==> src/design/seq_params.svh <==
// constants for the converter on/off sequencer
//
// Operation
// - separate turn-on and turn-off thresholds; off >= 4 V, on <= 7.75 V
// - configuration picks gating by input voltage, pin, command bit or mixes
// - after gating becomes true, wait the turn-on delay before regulating
// - after gating becomes false, regulate for the turn-off delay, then stop; input undervoltage stops at once
// - both delays are in milliseconds, range 0 to 100 ms
// - reference code in 2^-9 V units spanning 350 mV to 1650 mV
// - output voltage sampled and averaged; latest average is readable
// - operation byte bit 7 requests conversion when command gating is used
`ifndef SEQ_PARAMS_SVH
`define SEQ_PARAMS_SVH

// ****************************************************************
// command codes
// ****************************************************************
`define CMD_OPERATION 8'h01
`define CMD_ON_OFF_CFG 8'h02
`define CMD_VOUT_SET 8'h21
`define CMD_INPUT_TURN_ON_THRESHOLD 8'h35
`define CMD_INPUT_TURN_OFF_THRESHOLD 8'h36
`define CMD_TURN_ON_DELAY 8'h60
`define CMD_TURN_OFF_DELAY 8'h64
`define CMD_READ_VOUT 8'h8B

// ****************************************************************
// fields and reset values
// ****************************************************************
`define OP_ON_BIT 7
`define CFG_USE_PIN_BIT 0
`define CFG_USE_CMD_BIT 1
`define RST_OPERATION 8'h00
`define RST_ON_OFF_CFG 8'h03
`define RST_ON_TH 16'h0012
`define RST_OFF_TH 16'h0010
`define RST_VOUT_SET 16'h0200
`define RST_DELAY 16'h0000

// ****************************************************************
// limits: thresholds in 0.25 V units, reference in 2^-9 V units
// ****************************************************************
`define OFF_TH_MIN 16'h0010
`define ON_TH_MAX 16'h001F
`define DELAY_MAX_MS 16'h0064
`define DAC_MIN 16'h00B3
`define DAC_MAX 16'h034D
`define AVG_SHIFT 3

// ****************************************************************
// timing
// ****************************************************************
`define CLK_PERIOD_NS 20
`define MS_NS 1000000
`define CYC_PER_MS (`MS_NS / `CLK_PERIOD_NS)

`endif

==> src/design/seq_pkg.sv <==
// types shared by the sequencer modules
package seq_pkg;
	typedef logic [15:0] word_t;
	typedef enum logic [1:0] {ST_OFF, ST_ON_WAIT, ST_RUN, ST_OFF_WAIT} seq_state_e;
endpackage : seq_pkg

==> src/design/vout_avg_if.sv <==
// carrier between the sequencer and the output voltage averager
`timescale 1ns/1ns
interface vout_avg_if;
	import seq_pkg::*;
	logic smp_valid;
	word_t smp;
	word_t avg;
	modport src (output smp_valid, output smp, input avg);
	modport avg_side (input smp_valid, input smp, output avg);
endinterface : vout_avg_if

==> src/design/converter_on_off_sequencer.sv <==
// enable gating, on/off delays, reference code and voltage telemetry
`timescale 1ns/1ns
`include "seq_params.svh"
module converter_on_off_sequencer
	import seq_pkg::*;
#(
	parameter int CYC_PER_MS = `CYC_PER_MS
)
(
	input wire logic clk,
	input wire logic rst,
	input wire logic cmd_wr,
	input wire logic [7:0] cmd_code,
	input wire logic [15:0] cmd_wdata,
	input wire logic cmd_rd,
	input wire logic [7:0] cmd_rd_code,
	output logic [15:0] cmd_rdata,
	output logic cmd_rvalid,
	input wire logic [15:0] vin_meas,
	input wire logic control_enable_pin,
	input wire logic vout_smp_valid,
	input wire logic [15:0] vout_smp,
	output logic regulate,
	output logic [15:0] dac_code,
	output logic vin_ok
);
	// ****************************************************************
	// settings
	// ****************************************************************
	function automatic word_t clamp(input word_t v, input word_t lo,
		input word_t hi);
		word_t r;
		r = v;
		if (v < lo)
			r = lo;
		if (v > hi)
			r = hi;
		return r;
	endfunction : clamp

	logic [7:0] op_r;
	logic [7:0] cfg_r;
	word_t on_th_r;
	word_t off_th_r;
	word_t vout_set_r;
	word_t ton_r;
	word_t toff_r;

	wire logic wr_op = cmd_wr && cmd_code == `CMD_OPERATION;
	wire logic wr_cfg = cmd_wr && cmd_code == `CMD_ON_OFF_CFG;
	wire logic wr_von = cmd_wr && cmd_code == `CMD_INPUT_TURN_ON_THRESHOLD;
	wire logic wr_voff = cmd_wr && cmd_code == `CMD_INPUT_TURN_OFF_THRESHOLD;
	wire logic wr_vset = cmd_wr && cmd_code == `CMD_VOUT_SET;
	wire logic wr_ton = cmd_wr && cmd_code == `CMD_TURN_ON_DELAY;
	wire logic wr_toff = cmd_wr && cmd_code == `CMD_TURN_OFF_DELAY;

	// out-of-range writes saturate rather than being refused, so the
	// stored value is always one the hardware can act on
	wire word_t von_nxt = clamp(cmd_wdata, 16'h0000, `ON_TH_MAX);
	wire word_t voff_nxt = clamp(cmd_wdata, `OFF_TH_MIN, 16'hFFFF);
	wire word_t vset_nxt = clamp(cmd_wdata, `DAC_MIN, `DAC_MAX);
	wire word_t dly_nxt = clamp(cmd_wdata, 16'h0000, `DELAY_MAX_MS);

	always_ff @(posedge clk)
	begin
		if (rst)
		begin
			op_r <= `RST_OPERATION;
			cfg_r <= `RST_ON_OFF_CFG;
			on_th_r <= `RST_ON_TH;
			off_th_r <= `RST_OFF_TH;
			vout_set_r <= `RST_VOUT_SET;
			ton_r <= `RST_DELAY;
			toff_r <= `RST_DELAY;
		end
		else
		begin
			if (wr_op)
				op_r <= cmd_wdata[7:0];
			if (wr_cfg)
				cfg_r <= cmd_wdata[7:0];
			if (wr_von)
				on_th_r <= von_nxt;
			if (wr_voff)
				off_th_r <= voff_nxt;
			if (wr_vset)
				vout_set_r <= vset_nxt;
			if (wr_ton)
				ton_r <= dly_nxt;
			if (wr_toff)
				toff_r <= dly_nxt;
		end
	end

	// ****************************************************************
	// undervoltage lockout with hysteresis
	// ****************************************************************
	logic vin_ok_r;
	wire logic vin_fall = vin_meas < off_th_r;
	// a turn-on setting below turn-off would otherwise chatter every edge
	wire logic vin_rise = vin_meas >= on_th_r && !vin_fall;

	always_ff @(posedge clk)
	begin
		if (rst)
			vin_ok_r <= 1'b0;
		else if (!vin_ok_r && vin_rise)
			vin_ok_r <= 1'b1;
		else if (vin_ok_r && vin_fall)
			vin_ok_r <= 1'b0;
	end

	// ****************************************************************
	// gating condition
	// ****************************************************************
	wire logic pin_term = !cfg_r[`CFG_USE_PIN_BIT] || control_enable_pin;
	wire logic cmd_term = !cfg_r[`CFG_USE_CMD_BIT] || op_r[`OP_ON_BIT];
	wire logic gate = vin_ok_r && pin_term && cmd_term;

	// ****************************************************************
	// delay timer and sequencing
	// ****************************************************************
	localparam int PW = $clog2(CYC_PER_MS + 1);
	localparam logic [PW-1:0] PRE_LAST = PW'(CYC_PER_MS - 1);

	seq_state_e st_r;
	seq_state_e st_nxt;
	logic [PW-1:0] pre_r;
	word_t ms_r;
	wire logic tick = pre_r == PRE_LAST;
	wire logic on_done = ms_r >= ton_r;
	wire logic off_done = ms_r >= toff_r;
	wire logic clr_tmr = st_nxt != st_r;

	always_comb
	begin
		st_nxt = st_r;
		case (st_r)
			// the timer runs free in off and run, so its count is stale
			// there: only a zero delay, or undervoltage in run, may skip the wait states
			ST_OFF:
				if (gate)
					st_nxt = (ton_r == 16'h0000) ? ST_RUN : ST_ON_WAIT;
			ST_ON_WAIT:
				if (!gate)
					st_nxt = ST_OFF;
				else if (on_done)
					st_nxt = ST_RUN;
			ST_RUN:
				if (!vin_ok_r)
					st_nxt = ST_OFF;
				else if (!gate)
					st_nxt = (toff_r == 16'h0000) ? ST_OFF : ST_OFF_WAIT;
			ST_OFF_WAIT:
				if (!vin_ok_r)
					st_nxt = ST_OFF;
				else if (gate)
					st_nxt = ST_RUN;
				else if (off_done)
					st_nxt = ST_OFF;
			default:
				st_nxt = ST_OFF;
		endcase
	end

	// the timer restarts on every state change so each wait is measured
	// from the moment the gating condition moved
	always_ff @(posedge clk)
	begin
		if (rst)
		begin
			st_r <= ST_OFF;
			pre_r <= '0;
			ms_r <= 16'h0000;
		end
		else
		begin
			st_r <= st_nxt;
			pre_r <= (clr_tmr || tick) ? '0 : pre_r + 1'b1;
			if (clr_tmr)
				ms_r <= 16'h0000;
			else if (tick)
				ms_r <= ms_r + 16'h0001;
		end
	end

	// ****************************************************************
	// outputs and telemetry
	// ****************************************************************
	logic reg_r;
	word_t dac_r;
	always_ff @(posedge clk)
	begin
		if (rst)
		begin
			reg_r <= 1'b0;
			dac_r <= `RST_VOUT_SET;
		end
		else
		begin
			reg_r <= st_nxt == ST_RUN || st_nxt == ST_OFF_WAIT;
			dac_r <= vout_set_r;
		end
	end

	vout_avg_if av ();
	assign av.smp_valid = vout_smp_valid;
	assign av.smp = vout_smp;

	vout_averager u_avg (
		.clk(clk),
		.rst(rst),
		.av(av.avg_side)
	);

	word_t rd_mux;
	always_comb
	begin
		case (cmd_rd_code)
			`CMD_OPERATION: rd_mux = {8'h00, op_r};
			`CMD_ON_OFF_CFG: rd_mux = {8'h00, cfg_r};
			`CMD_VOUT_SET: rd_mux = vout_set_r;
			`CMD_INPUT_TURN_ON_THRESHOLD: rd_mux = on_th_r;
			`CMD_INPUT_TURN_OFF_THRESHOLD: rd_mux = off_th_r;
			`CMD_TURN_ON_DELAY: rd_mux = ton_r;
			`CMD_TURN_OFF_DELAY: rd_mux = toff_r;
			`CMD_READ_VOUT: rd_mux = av.avg;
			default: rd_mux = 16'h0000;
		endcase
	end

	logic [15:0] rdata_r;
	logic rvalid_r;
	always_ff @(posedge clk)
	begin
		if (rst)
		begin
			rdata_r <= 16'h0000;
			rvalid_r <= 1'b0;
		end
		else
		begin
			rvalid_r <= cmd_rd;
			if (cmd_rd)
				rdata_r <= rd_mux;
		end
	end

	assign cmd_rdata = rdata_r;
	assign cmd_rvalid = rvalid_r;
	assign regulate = reg_r;
	assign dac_code = dac_r;
	assign vin_ok = vin_ok_r;
endmodule : converter_on_off_sequencer

==> src/design/vout_averager.sv <==
// block average of output voltage samples
`timescale 1ns/1ns
`include "seq_params.svh"
module vout_averager
	import seq_pkg::*;
(
	input wire logic clk,
	input wire logic rst,
	vout_avg_if.avg_side av
);
	localparam int NSMP = 1 << `AVG_SHIFT;
	logic [15+`AVG_SHIFT:0] acc_r;
	logic [`AVG_SHIFT-1:0] cnt_r;
	word_t avg_r;
	wire logic last = (cnt_r == (`AVG_SHIFT)'(NSMP - 1));
	wire logic [15+`AVG_SHIFT:0] sum = acc_r + {{`AVG_SHIFT{1'b0}}, av.smp};

	// block average, not a running one: each result is independent of
	// the previous block, which keeps the adder narrow
	always_ff @(posedge clk)
	begin
		if (rst)
		begin
			acc_r <= '0;
			cnt_r <= '0;
			avg_r <= 16'h0000;
		end
		else if (av.smp_valid)
		begin
			cnt_r <= cnt_r + 1'b1;
			acc_r <= last ? '0 : sum;
			if (last)
				avg_r <= sum[15+`AVG_SHIFT:`AVG_SHIFT];
		end
	end

	assign av.avg = avg_r;
endmodule : vout_averager

==> config.mk <==
export PLATFORM = sky130hd
export DESIGN_NAME = converter_on_off_sequencer
export DESIGN_NICKNAME = d
export VERILOG_FILES = /design/src/design/seq_pkg.sv /design/src/design/vout_avg_if.sv /design/src/design/converter_on_off_sequencer.sv /design/src/design/vout_averager.sv
export VERILOG_INCLUDE_DIRS = /design/src /design/src/design
export SDC_FILE = /design/constraint.sdc
export NUM_CORES = 1
export LEC_CHECK = 0
export ABC_AREA = 1
export BUFFER_PORTS_ARGS = -buffer_cell sky130_fd_sc_hd__buf_2
export CAP_MARGIN = 0
export CORE_ASPECT_RATIO = 0.6
export CORE_MARGIN = 1
export CORE_UTILIZATION = 45
export DETAILED_ROUTE_END_ITERATION = 16
export GPL_TIMING_DRIVEN = 0
export HOLD_SLACK_MARGIN = 0.12
export PLACE_DENSITY = 0.73
export REMOVE_ABC_BUFFERS = 1
export SETUP_SLACK_MARGIN = 0.3
export SLEW_MARGIN = 30
export SYNTH_ARGS = -nofsm -noshare
export SYNTH_HDL_FRONTEND = slang
export SYNTH_SLANG_ARGS = --single-unit
==> constraint.sdc <==
create_clock -name clk -period 2.3 [get_ports clk]
set_clock_uncertainty 0.1 [all_clocks]
set_input_delay 0.46 -clock clk [delete_from_list [all_inputs] [get_ports clk]]
set_output_delay 0.46 -clock clk [all_outputs]
set_load 0.01 [all_outputs]
### After elaboration in Yosys (flattened, before gate mapping)

Index checks and enable logic that the tools add are counted.

| cells by class | value |
|---|---|
| add/subtract/negate cells | 4 |
| magnitude comparators | 11 |
| equality and inequality tests | 23 |
| mux-type cells | 22 |
| reduce and logical (&&, ||, !) cells | 27 |

Operator list:

| operator | count |
|---|---|
| 16-bit case mux with 8 select lines | 1 |
| 16-bit 2-to-1 mux | 7 |
| 8-bit by 6-bit == test with 1-bit output, second input constant | 6 |
| 16-bit greater-or-equal comparator | 3 |
| 16-bit by 1-bit adder with 16-bit output, second input constant | 2 |
| 8-bit by 7-bit == test with 1-bit output, second input constant | 4 |
| 16-bit zero test | 2 |
| 2-bit 2-to-1 mux | 10 |
| 19-bit by 16-bit adder with 19-bit output | 1 |
| 19-bit 2-to-1 mux | 1 |
| 16-bit == test, second input constant | 1 |
| 8-bit by 1-bit == test with 1-bit output, second input constant | 2 |
| 8-bit by 2-bit == test with 1-bit output, second input constant | 2 |
| 16-bit by 10-bit greater-than comparator with 1-bit output, second input constant | 1 |
| 16-bit greater-than comparator, second input constant | 1 |
| 16-bit by 5-bit greater-than comparator with 1-bit output, second input constant | 1 |
| 16-bit by 7-bit greater-than comparator with 1-bit output, second input constant | 1 |
| 16-bit by 1-bit < comparator with 1-bit output, second input constant | 1 |
| 16-bit < comparator | 1 |
| 16-bit by 5-bit < comparator with 1-bit output, second input constant | 1 |
| 16-bit by 8-bit < comparator with 1-bit output, second input constant | 1 |
| 1-bit logical AND | 12 |
| 2-bit == test, second input constant | 4 |
| 8-bit == test, second input constant | 1 |
| other kinds (12) | 20 |

| storage, ports and cells | value |
|---|---|
| flip-flop bits (word level) | 203 |
| word-level logic and storage cells | 105 |

### Longest topological paths before layout

Gate-level depths: netlist of the first run.

| logic depth | value |
|---|---|
| word-level depth | 10 |
| mapped depth | 20 |
| depth with buffers taken out | 19 |

### Hierarchy

A second synthesis of the first run with hierarchy kept.

| unflattened totals | value |
|---|---|
| cells, all modules | 1538 |
| area total of the unflattened synthesis | 11078.1 sq um |

By module, submodules not included:

| module | instances | cells an instance | area an instance (sq um) | seq. area each (sq um) |
|---|---|---|---|---|
| converter_on_off_sequencer | 1 | 1140 | 8534.4 | 3283.1 |
| vout_averager | 1 | 398 | 2543.7 | 760.7 |

### Least setup slack after synthesis of the first run

No wires, ideal clock.

| timing | value |
|---|---|
| path kind | in2reg |
| start | input vout_smp[0] |
| end | register u_avg.acc_r[12] |
| setup time | 0.070 ns |
| data arrival time | 2.122 ns |
| required time | 2.130 ns |
| slack | 0.007 ns |
| stages | 13 |
| path through | ha_1 -> inv_1 -> fa_1 -> inv_1 -> nand3_1 -> nand2_1 -> a21oi_1 -> o31ai_1 -> nand2_1 -> nand2_1 -> xor2_1 -> nand2_1 -> a21oi_1 |

| on the way | value |
|---|---|
| longest elaborated chain between the ends | 2 |

RTL lines:

| element | line | RTL |
|---|---|---|
| from (decl) | converter_on_off_sequencer.sv:22 | `input wire logic [15:0] vout_smp,` |
| 19-bit by 16-bit adder with 19-bit output | vout_averager.sv:16 | `` wire logic [15+`AVG_SHIFT:0] sum = acc_r + {{`AVG_SHIFT{1'b0}}, av.smp}; `` |
| 19-bit 2-to-1 mux | vout_averager.sv:31 | `acc_r <= last ? '0 : sum;` |
| to (signal assigned) | vout_averager.sv:31 |  |
| to (decl) | vout_averager.sv:12 | `` logic [15+`AVG_SHIFT:0] acc_r; `` |

No other way between the ends.
A chain may end at the register's enable or synchronous reset.

### Worst setup path after layout of the first run

| timing | value |
|---|---|
| start | register ton_r[5] |
| end | register ms_r[12] |

| on the way | value |
|---|---|
| longest elaborated chain between the ends | 6 |

RTL lines:

| element | line | RTL |
|---|---|---|
| from (decl) | converter_on_off_sequencer.sv:46 | `word_t ton_r;` |
| from (signal assigned) | converter_on_off_sequencer.sv:73 | `` ton_r <= `RST_DELAY; `` |
| from (signal assigned) | converter_on_off_sequencer.sv:89 | `ton_r <= dly_nxt;` |
| 16-bit greater-or-equal comparator / 16-bit zero test (equally long branches) | converter_on_off_sequencer.sv:131, converter_on_off_sequencer.sv:143 |  |
| 2-bit 2-to-1 mux (on tied branches) | converter_on_off_sequencer.sv:147, converter_on_off_sequencer.sv:143 |  |
| 2-bit 2-to-1 mux (on tied branches) | converter_on_off_sequencer.sv:145, converter_on_off_sequencer.sv:142 |  |
| 2-bit case mux with 4 select lines (*) | converter_on_off_sequencer.sv:138 | `case (st_r)` |
| 2-bit inequality test (*) | converter_on_off_sequencer.sv:133 | `wire logic clr_tmr = st_nxt != st_r;` |
| 2-bit OR reduction (no line) (*) | - |  |
| to (signal assigned) | converter_on_off_sequencer.sv:183 | `ms_r <= ms_r + 16'h0001;` |
| to (decl) | converter_on_off_sequencer.sv:129 | `word_t ms_r;` |

Mark *: on every way between the ends. The rest lies on a longest branch, timed or not.

==> results of run 1 <==
==> power groups by stage <==
stage                     Combinational [mW]  Sequential, mW  Clock, mW
after floorplan                        0.492            3.65          0
after global placement                 0.748            3.66          0
after detailed placement               0.785            3.66          0
after CTS                              0.996            3.59       3.54
after global routing                    1.35            3.60       3.71
final                                   1.27            3.60       3.51
==> cells in the mapped netlist, drive strengths merged, types with 6 or more instances <==
cell / instances / share of area (%)
nor4: 8 / 0.60
buf: 6 / 0.34
xor2: 25 / 2.0
nand2: 219 / 7.8
xnor2: 12 / 0.97
o41ai: 7 / 0.57
nand4: 26 / 1.5
o31ai: 9 / 0.63
o21ai: 99 / 4.7
o211ai: 16 / 1.1
or2: 7 / 0.41
a211oi: 15 / 1.0
nor3: 67 / 3.7
and3: 8 / 0.46
nor2: 114 / 4.8
a21oi: 125 / 5.8
a31oi: 6 / 0.35
dfxtp: 202 / 37
ha: 83 / 9.6
nand3: 75 / 3.8
o22ai: 23 / 1.3
inv: 212 / 7.4
clkbuf: 38 / 1.3
==> layer usage <==
layer	wire length, µm	vias up	track usage [%]
met2	14500	522	40.98
met3	3499	118	7.277
met5	13	-	0
li1	-	5113	-
met1	15100	4964	36.67
met4	1131	2	6.913
==> cell type report <==
class | count | area, µm²
sequential | 202 | 4111
tap | 315 | 394.1
clock inverter | 9 | 111.4
fill | 1965 | 9326
multi-input combinational | 969 | 6827
inverter | 213 | 817.0
timing repair buffer | 164 | 1121
clock buffer | 27 | 588.1
==> what timing repair did <==
action / in CTS / in global routing
endpoints found under the hold margin: 1 / 0
pin swaps: 49 / 57
buffers inserted: 38 / 11
hold buffers: 1 / 0
resized for setup: 167 / 117
gates cloned: 1 / 0
endpoints found under the setup margin: 61 / 67
==> cell families after synthesis <==
kind of cell             Yosys count  synth area share [%]
buffers and inverters            257                 9.070
adder cells (fa/ha/maj)           84                 9.812
multiplexers                       2                0.1856
flip-flops                       202                 37.49
AND/OR/NAND/NOR                  525                 23.24
AO/OA/AOI/OAI                    321                 17.20
XOR/XNOR                          37                 3.004
==> per-stage QoR <==
step                cell area, µm²  power, mW  util, %  setup slack [ns]
finish                       13970      8.381    59.97           -0.1142
global placement             11520      4.411    49.47            -2.348
floorplan                    10610      4.147        -           -0.5362
detailed placement           11650      4.450    50.01           -0.5010
global route                 13970      8.665    59.97           -0.1727
CTS                          13440      8.127    57.67           0.02796
==> sequential cells by signal, indices dropped and copies added, names as in the netlist <==
register	count
on_th_r	16
u_avg.acc_r	19
cfg_r	8
dac_code	16
ms_r	16
op_r	8
toff_r	16
cmd_rvalid	1
off_th_r	16
u_avg.av.avg	16
pre_r	16
ton_r	16
st_r	2
vin_ok	1
vout_set_r	16
u_avg.cnt_r	3
cmd_rdata	16
==> worst reg2reg max path, stage by stage, from the launching register on <==
cell	delay, ns
dfxtp_1	0.30
inv_1	0.17
ha_4	0.24
a21oi_1	0.19
o21a_1	0.16
nand2_2	0.07
nand2_2	0.07
nand4_1	0.14
nand3_2	0.15
nand2_4	0.08
buf_12	0.14
o21ai_4	0.19
buf_6	0.14
buf_12	0.11
nor3_2	0.04
==> path summary, 6_finish.rpt <==
check	cells past startpoint	to	slack [ns]	from
setup / recovery	14	ms_r[12]$_SDFFE_PP0P_	-0.11	ton_r[5]$_SDFFE_PP0P_
hold / removal	3	off_th_r[13]$_SDFFE_PP0P_	0.13	cmd_wdata[13]
setup reg to reg	14	ms_r[12]$_SDFFE_PP0P_	-0.11	ton_r[5]$_SDFFE_PP0P_
hold reg to reg	2	dac_code[1]$_SDFF_PP0_	0.35	vout_set_r[1]$_SDFFE_PP0P_
==> layout by cell type (no fill, tap or decap), drive strengths merged, types with 9 or more instances in the layout <==
| cell type | count |
|---|---|
| a211oi | 15 |
| a21oi | 125 |
| buf | 163 |
| clkbuf | 27 |
| dfxtp | 202 |
| ha | 83 |
| inv | 213 |
| nand2 | 219 |
| nand3 | 75 |
| nand4 | 26 |
| nor2 | 114 |
| nor3 | 67 |
| o211ai | 16 |
| o21ai | 99 |
| o22ai | 23 |
| o31ai | 9 |
| xnor2 | 12 |
| xor2 | 25 |
==> flow_metrics.env, run 1 <==
export IMPL_grt_pass1_vias=10000
export IMPL_switching_power_mw=2.284
export IMPL_drt_pass1_iterations=5
export IMPL_syn_avg_cell_area_um2=7.555
export IMPL_rsz0062_at_grt="yes"
export IMPL_p_seq_share_pct=42.9
export IMPL_switching_share_pct=27.25
export IMPL_critPathSlowestCell="dfxtp_1"
export IMPL_syn_instance_count=1428
export IMPL_drive_gt1_share_pct=29.17
export IMPL_synth_cell_types=54
export IMPL_timing_final_crit_share_pct=105.0
export IMPL_worstSetupPathType="register to register"
export IMPL_ys_warn_count=0
export IMPL_hold_viol=0
export IMPL_nNetsFinal=1724
export IMPL_area_growth_pct=29.49
export IMPL_die_area_um2=24620
export IMPL_synthFlopType="dfxtp_1"
export IMPL_path_buf_inv=4
export IMPL_tightest_slew_ns=0.9186
export IMPL_synth_edf_count=0
export IMPL_path_clk_slew_ns=0.07
export IMPL_grt_first_pass_wirelength_um=51980
export IMPL_cts_buffer_depth=3
export IMPL_coreArea_um2=23300
export IMPL_async_flop_share_pct=0
export IMPL_dp_cells=1812
export IMPL_cp_max_fo=5
export IMPL_cts_max_level=1
export IMPL_clock_sinks=202
export IMPL_slowest_delay_ns=0.30
export IMPL_p_leak_nw=5.947
export IMPL_powerDensity_nw_per_um2=600.0
export IMPL_maxSlewViolCount=0
export IMPL_gp_congestion=0.9340
export IMPL_hold_ws_ns=0.1285
export IMPL_drc=0
export IMPL_worstPathCellList="inv_1 > ha_4 > a21oi_1 > o21a_1 > nand2_2 > nand2_2 > nand4_1 > nand3_2 > nand2_4 > buf_12 > o21ai_4 > buf_6 > buf_12 > nor3_2"
export IMPL_grtUsageTotal_pct=26.61
export IMPL_yosysSeqAreaShare_pct=37.49
export IMPL_wl_per_cell_um=18.03
export IMPL_vdd_ir_drop_max_v=0.0005524
export IMPL_die_w_um=201.9
export IMPL_p_int_mw=6.098
export IMPL_critPathTopFamily="buffers and inverters"
export IMPL_root_buffer="clkbuf_16"
export IMPL_synth_seq_cells=202
export IMPL_cts_tree="done"
export IMPL_grt_max_degree=87
export IMPL_antenna_found_initial=1
export IMPL_cp_start_kind="register"
export IMPL_pwr_share_comb_pct=15.2
export IMPL_overflow=0
export IMPL_initial_core_util_pct=46.31
export IMPL_vias=10720
export IMPL_worstPathRequired_ns=2.59
export IMPL_core_rowCount=43
export IMPL_outcome="finished, violations left"
export IMPL_dpl_hpwl_um=22590
export IMPL_setup_violations_final=31
export IMPL_n_antenna_cell=0
export IMPL_drt_iter0_drc=907
export IMPL_tns_ns=-2.319
export IMPL_via_per_inst=5.645
export IMPL_cap_violations=0
export IMPL_synthesis_area_um2=10790
export IMPL_finalNonFillerCells=1899
export IMPL_setup_worst_path_end_class="register"
export IMPL_cts_buffers_inserted=20
export IMPL_fmax_mhz=414.2
export IMPL_fin_ws_ns=-0.1142
export IMPL_worstHoldPathType="input pin to register"
export IMPL_worst_endpoint_arrival_ns=2.71
export IMPL_clockPowerShare_pct=41.9
export IMPL_port_buffers=104
export IMPL_slew_headroom_pct=38.54
export IMPL_num_io_pins=105
export IMPL_violations="negative setup slack"
export IMPL_wl_um=34240
export IMPL_min_period_ns=2.414
export IMPL_ant_nets=0
export IMPL_die_height_um=121.9
export IMPL_clk_latency_ns=0.53
No activity file was read; power rests on OpenSTA's default activity.
==> run 2, diff against run 1 <==
--- a/config.mk
+++ b/config.mk
@@ -6,12 +6,13 @@
 export SDC_FILE = /design/constraint.sdc
 export NUM_CORES = 1
 export LEC_CHECK = 0
-export ABC_AREA = 1
+export ABC_AREA = 0
 export BUFFER_PORTS_ARGS = -buffer_cell sky130_fd_sc_hd__buf_2
 export CAP_MARGIN = 0
 export CORE_ASPECT_RATIO = 0.6
 export CORE_MARGIN = 1
 export CORE_UTILIZATION = 45
+export CTS_CLUSTER_DIAMETER = 80
 export DETAILED_ROUTE_END_ITERATION = 16
 export GPL_TIMING_DRIVEN = 0
 export HOLD_SLACK_MARGIN = 0.12
@@ -21,4 +22,5 @@
 export SLEW_MARGIN = 30
 export SYNTH_ARGS = -nofsm -noshare
 export SYNTH_HDL_FRONTEND = slang
+export SYNTH_HIERARCHICAL = 1
 export SYNTH_SLANG_ARGS = --single-unit
==> run 2 against run 1 <==
The run still ends with negative setup slack left; setup slack lost 0.062 ns; non-clock buffer count grew 14; routed wire length grew 3.7%; synthesized cell count shrank 9.2%; worst hold slack gained 0.0034 ns; critical path type unchanged.
==> flow_metrics.env, run 2 <==
export IMPL_synthesis_area_um2=10880
export IMPL_wl_um=35510
export IMPL_place_area_um2=11610
export IMPL_largest_register="u_avg/acc_r"
export IMPL_synth_top_area_share_pct=37.17
export IMPL_drt_pass1_iterations=5
export IMPL_grt_max_degree=75
export IMPL_outcome="finished, violations left"
export IMPL_timing_final_crit_share_pct=107.7
export IMPL_ys_warn_count=6
export IMPL_cts_buffers_inserted=21
export IMPL_violations="negative setup slack"
export IMPL_grt_pass1_vias=9899
export IMPL_grtUsageTotal_pct=27.91
export IMPL_synthFlopType="dfxtp_1"
export IMPL_hold_viol=0
export IMPL_area_growth_pct=31.34
export IMPL_multi_input_area_um2=7433
export IMPL_min_period_ns=2.476
export IMPL_pwr_share_comb_pct=14.8
export IMPL_synthTopCellsByCount="dfxtp_1 (202), nor2_1 (114), nand2_1 (110), inv_1 (86), ha_1 (83)"
export IMPL_core_rowCount=43
export IMPL_hold_depth=3
export IMPL_fin_ws_ns=-0.1764
export IMPL_vdd_ir_drop_max_v=0.0003407
export IMPL_timing_rr_start="toff_r[13]$_SDFFE_PP0P_"
export IMPL_coreArea_um2=23400
export IMPL_worstPathRequired_ns=2.57
export IMPL_final_fill_count=1949
export IMPL_clockPowerShare_pct=42.9
export IMPL_yosys_top_cells_area="dfxtp_1 (37%), ha_1 (9.5%), nor2_1 (3.9%)"
export IMPL_final_common_cell="dfxtp_1"
export IMPL_cts_max_level=1
export IMPL_post_place_ws_ns=-0.9862
export IMPL_synth_top_area_cell="dfxtp_1"
export IMPL_yosysSeqAreaShare_pct=37.17
export IMPL_vias=10750
export IMPL_p_total_mw=8.512
export IMPL_drc=0
export IMPL_rr_worst_depth=11
export IMPL_p_int_mw=6.214
export IMPL_p_seq_share_pct=42.3
export IMPL_grt_first_pass_wirelength_um=54450
export IMPL_worstHoldPathType="input pin to register"
export IMPL_die_w_um=202.7
export IMPL_fmax_mhz=403.8
export IMPL_rsz0062_at_grt="yes"
export IMPL_async_flop_share_pct=0
export IMPL_nNetsFinal=1588
export IMPL_cts_buffer_depth=3
export IMPL_die_height_um=122.4
export IMPL_cts_tree="done"
export IMPL_tightest_slew_ns=0.9446
export IMPL_synth_edf_count=0
export IMPL_reg2reg_to="pre_r[9]$_SDFF_PP0_"
export IMPL_num_io_pins=105
export IMPL_setup_worst_path_end_class="register"
export IMPL_synth_seq_cells=202
export IMPL_worstSetupPathType="register to register"
export IMPL_slew_headroom_pct=36.96
export IMPL_syn_instance_count=1297
export IMPL_p_leak_nw=5.341
export IMPL_initial_core_util_pct=46.48
export IMPL_die_area_um2=24820
export IMPL_synth_cell_types=81
export IMPL_drt_iter0_drc=1106
export IMPL_clock_sinks=202
export IMPL_maxSlewViolCount=0
export IMPL_ant_nets=0
export IMPL_cp_start_kind="register"
export IMPL_cap_violations=0
export IMPL_drive_gt1_share_pct=30.30
export IMPL_overflow=0
export IMPL_mostFrequentLayoutCells="dfxtp_1 (160), nand2_1 (100), buf_2 (100)"
export IMPL_root_buffer="clkbuf_16"
export IMPL_cp_max_fo=4
export IMPL_worst_endpoint_arrival_ns=2.74
export IMPL_clk_latency_ns=0.51
export IMPL_hold_ws_ns=0.1319
export IMPL_dpl_hpwl_um=24600
export IMPL_syn_avg_cell_area_um2=8.388
export IMPL_switching_share_pct=26.99
export IMPL_setup_violations_final=31
export IMPL_switching_power_mw=2.297
export IMPL_final_area_um2=14290
export IMPL_antenna_found_initial=6
export IMPL_final_core_util_pct=61.05
export IMPL_largest_reg_flops=19
export IMPL_gp_congestion=0.9751
export IMPL_critPathLaunch="toff_r[13]$_SDFFE_PP0P_"
export IMPL_via_per_inst=6.071
export IMPL_synthMostInstantiatedCell="dfxtp_1"
export IMPL_powerDensity_nw_per_um2=595.7
export IMPL_reg2reg_slack_ns=-0.18
export IMPL_endpoint="pre_r[9]$_SDFF_PP0_"
export IMPL_seqCellArea_um2=4119
export IMPL_path_clk_slew_ns=0.07
export IMPL_wl_per_cell_um=20.06
export IMPL_port_buffers=104
[run 2: cell types whose count changed after synthesis, sizes merged, moves of 12 or more]
| cell | change |
|---|---|
| o21ai | -51 |
| and3 | +12 |
| mux2i | +33 |
| inv | -126 |
| nand2b | +17 |
| a21o | +12 |
| clkbuf | +15 |
| a22oi | +27 |
| and2 | +12 |
| a21oi | -55 |
| nand3 | -23 |
| nand2 | -109 |
| nor2b | +26 |
[run 2: kinds of logic (layout without fill, tap and decap cells)]
| group | count (synthesis) | count (layout) | share of synthesized area [%] |
|---|---|---|---|
| simple gates | 494 | 494 | 23.04 |
| compound gates | 297 | 297 | 18.68 |
| flops | 202 | 202 | 37.17 |
| buf+inv | 151 | 303 | 5.428 |
| fa+ha+maj | 84 | 84 | 9.730 |
| mux | 35 | 35 | 3.220 |
| xor+xnor | 34 | 34 | 2.737 |
| other cells | 0 | 6 | 0 |
[run 2: worst min-delay path by stage]
stage                                end  slack, ns                      start
2_1_floorplan        pre_r[0]$_SDFF_PP0_       0.32        pre_r[0]$_SDFF_PP0_
3_3_place_gp   cmd_rdata[5]$_SDFFE_PP0P_       0.34  cmd_rdata[5]$_SDFFE_PP0P_
3_5_place_dp   cmd_rdata[0]$_SDFFE_PP0P_       0.34  cmd_rdata[0]$_SDFFE_PP0P_
4_1_cts         off_th_r[9]$_SDFFE_PP0P_       0.12               cmd_wdata[9]
5_1_grt         off_th_r[9]$_SDFFE_PP0P_       0.12               cmd_wdata[9]
6_report        off_th_r[9]$_SDFFE_PP0P_       0.13               cmd_wdata[9]
[run 2: metal layers]
metal  part of all wire [%]  vias up  GRT usage [%]
met5                      0        -              0
met4                    2.0        0          6.955
met1                     48     5141          42.89
met3                     11       53          6.691
li1                       -     4993              -
met2                     39      558          38.08
[run 2: timing repair]
action / 4_1_cts / 5_1_grt
hold buffers: 2 / 1
resized for setup: 211 / 113
setup buffers: 50 / 16
setup endpoints to repair: 127 / 134
endpoints found under the hold margin: 2 / 1
pin swaps: 85 / 46
[run 2: final cells by class]
type	count	share of cell area, %
clock inverter	10	0.9632
antenna	6	0.1051
sequential	202	28.83
inverter	87	2.329
clock buffer	28	4.142
timing repair buffer	178	8.853
tap	315	2.758
multi-input combinational	944	52.02
[run 2: stage by stage]
stage | std cells | setup TNS, ns
finish | 1770 | -3.495
CTS | 1747 | -1.307
global placement | 1652 | -204.15
floorplan | 1233 | -21.00
detailed placement | 1657 | -63.94
global route | 1769 | -5.158
[run 2: power by group through the flow]
| stage | clock network [mW] | logic (mW) | registers (mW) |
|---|---|---|---|
| floorplan | 0 | 0.500 | 3.66 |
| global placement | 0 | 0.812 | 3.67 |
| detailed placement | 0 | 0.839 | 3.67 |
| CTS | 3.66 | 1.08 | 3.60 |
| global route | 3.82 | 1.34 | 3.60 |
| finish | 3.66 | 1.26 | 3.60 |
[run 2: critical path, cell delays in order, from the launching register on]
cell,delay (ns)
dfxtp_2,0.35
inv_2,0.06
ha_4,0.26
nand4_1,0.17
nor3_2,0.26
nor4b_4,0.31
o31ai_4,0.09
o211ai_1,0.28
buf_4,0.18
buf_6,0.12
buf_4,0.12
nor3_2,0.04
==> run 3, diff against run 2 <==
--- a/config.mk
+++ b/config.mk
@@ -11,12 +11,12 @@
 export CAP_MARGIN = 0
 export CORE_ASPECT_RATIO = 0.6
 export CORE_MARGIN = 1
-export CORE_UTILIZATION = 45
+export CORE_UTILIZATION = 30
 export CTS_CLUSTER_DIAMETER = 80
 export DETAILED_ROUTE_END_ITERATION = 16
 export GPL_TIMING_DRIVEN = 0
 export HOLD_SLACK_MARGIN = 0.12
-export PLACE_DENSITY = 0.73
+export PLACE_DENSITY = 0.55
 export REMOVE_ABC_BUFFERS = 1
 export SETUP_SLACK_MARGIN = 0.3
 export SLEW_MARGIN = 30
==> run 3 against run 2 <==
The flow finishes with violations (design-rule violations, negative setup slack); flip-flop and latch count unchanged; first-iteration DRC count down 11%; global-route usage is 8.0 points lower; routed wire length rose by 6.1%; sequential share of layout area down 0.090 points; non-clock buffer count decreased by 8; critical path type unchanged; largest power group is now registers.
==> flow_metrics.env, run 3 (synthesized netlist as in run 2, its figures left out) <==
export IMPL_wl_um=37690
export IMPL_die_area_um2=37050
export IMPL_vdd_ir_drop_max_v=0.0004910
export IMPL_vias=10390
export IMPL_critPathLaunch="toff_r[13]$_SDFFE_PP0P_"
export IMPL_cts_buffer_depth=3
export IMPL_overflow=0
export IMPL_cts_max_level=1
export IMPL_place_area_um2=11790
export IMPL_fmax_mhz=410.6
export IMPL_p_leak_nw=5.303
export IMPL_port_buffers=104
export IMPL_slew_headroom_pct=37.21
export IMPL_fin_ws_ns=-0.1355
export IMPL_grt_max_degree=101
export IMPL_drt_iter0_drc=984
export IMPL_num_io_pins=105
export IMPL_drt_pass1_iterations=11
export IMPL_grt_pass1_vias=9678
export IMPL_via_per_inst=5.430
export IMPL_finalNonFillerCells=1913
export IMPL_wl_per_cell_um=19.70
export IMPL_worst_endpoint_arrival_ns=2.72
export IMPL_drc=2
export IMPL_die_height_um=149.5
export IMPL_slowest_delay_ns=0.37
export IMPL_root_buffer="clkbuf_16"
export IMPL_worstPathCellList="inv_4 > ha_4 > nand4_1 > nor3_4 > nor4b_4 > o31ai_4 > o211ai_1 > buf_4 > buf_6 > nor3b_2"
export IMPL_min_period_ns=2.435
export IMPL_grtUsageTotal_pct=19.88
export IMPL_setup_violations_final=34
export IMPL_antenna_found_initial=4
export IMPL_setup_worst_path_end_class="register"
export IMPL_cts_buffers_inserted=22
export IMPL_timing_rr_start="toff_r[13]$_SDFFE_PP0P_"
export IMPL_final_core_util_pct=40.50
export IMPL_clk_latency_ns=0.52
export IMPL_mostFrequentLayoutCells="dfxtp_1 (160), nand2_1 (106), buf_2 (100)"
export IMPL_worstPathRequired_ns=2.58
export IMPL_outcome="finished, violations left"
export IMPL_cp_max_fo=5
export IMPL_dpl_hpwl_um=27290
export IMPL_largest_register="u_avg/acc_r"
export IMPL_initial_core_util_pct=30.78
export IMPL_min_from="cmd_wdata[9]"
export IMPL_die_w_um=247.8
export IMPL_ant_nets=0
export IMPL_cap_violations=0
export IMPL_drive_gt1_share_pct=28.78
export IMPL_path_clk_slew_ns=0.06
export IMPL_hold_viol=0
export IMPL_maxSlewViolCount=0
export IMPL_rsz0062_at_grt="yes"
export IMPL_timing_final_crit_share_pct=105.9
export IMPL_cts_tree="done"
export IMPL_coreArea_um2=35350
export IMPL_dp_cells=1808
export IMPL_clock_sinks=202
export IMPL_critPathSlowestCell="dfxtp_4"
export IMPL_final_fill_count=3520
export IMPL_cp_start_kind="register"
export IMPL_final_common_cell="dfxtp_1"
export IMPL_worstHoldPathType="input pin to register"
export IMPL_violations="design-rule violations, negative setup slack"
export IMPL_final_area_um2=14320
export IMPL_area_growth_pct=31.59
export IMPL_p_total_mw=8.335
export IMPL_tns_ns=-2.755
export IMPL_core_rowCount=53
export IMPL_nNetsFinal=1581
export IMPL_powerDensity_nw_per_um2=582.2
export IMPL_tightest_slew_ns=0.9407
export IMPL_grt_first_pass_wirelength_um=56840
export IMPL_gp_congestion=0.9360
export IMPL_worstSetupPathType="register to register"
export IMPL_largest_reg_flops=19
run 3: changes by cell type in the layout (fill, tap and decap cells not counted), sizes merged:
cell | before | now
bufinv | 3 | 0
dlygate4sd3 | 3 | 6
inv | 88 | 86
clkinv | 5 | 7
clkinvlp | 1 | 0
diode | 6 | 4
clkbuf | 28 | 33
buf | 175 | 164
run 3: power breakdown:
| group | leakage, nW | switching, mW | internal, mW |
|---|---|---|---|
| clock | 0.349 | 1.52 | 1.99 |
| sequential | 1.65 | 0.0535 | 3.55 |
| combinational | 3.30 | 0.736 | 0.490 |
run 3: repair_timing:
action / CTS / global route
hold buffers: 6 / 0
buffers inserted: 38 / 17
pin swaps: 83 / 49
gates cloned: 1 / 0
gates resized for setup: 211 / 100
endpoints found under the setup margin: 129 / 132
endpoints found under the hold margin: 6 / 0
run 3: layout make-up:
| class | count | area (µm²) | area share, % |
|---|---|---|---|
| inverter | 87 | 332.8 | 2.325 |
| clock buffer | 33 | 663.1 | 4.632 |
| clock inverter | 6 | 33.78 | 0.2360 |
| tap | 467 | 584.3 | 4.081 |
| sequential | 202 | 4114 | 28.74 |
| timing repair buffer | 170 | 1206 | 8.425 |
| antenna | 4 | 10.01 | 0.06992 |
| multi-input combinational | 944 | 7372 | 51.49 |
run 3: final timing paths:
path | endpoint | slack [ns] | depth (start not counted)
min reg2reg | cmd_rdata[0]$_SDFFE_PP0P_ | 0.35 | 2
max | pre_r[1]$_SDFF_PP0_ | -0.14 | 10
max reg2reg | pre_r[1]$_SDFF_PP0_ | -0.14 | 10
min | vout_set_r[9]$_SDFFE_PP1P_ | 0.13 | 3
run 3: worst max-delay path, delay by kind of cell, from the launching register on:
family,cells,cell delay (ns)
buf+inv,3,0.40
simple gates,4,0.83
flops,1,0.37
compound gates,2,0.35
fa+ha+maj,1,0.25
run 3: through the flow:
stage / setup slack, ns / hold slack, ns
floorplan: -0.6481 / 0.3234
global placement: -2.762 / 0.3362
detailed placement: -1.078 / 0.3397
CTS: -0.04524 / 0.1230
global route: -0.2983 / 0.1464
finish: -0.1355 / 0.1305
run 3: layer usage:
layer,vias up,track usage [%],wire length [µm]
met5,-,0,0
met4,0,4.479,714
met3,51,4.878,3233
met2,363,26.32,14380
met1,5000,31.17,19360
li1,4973,-,-
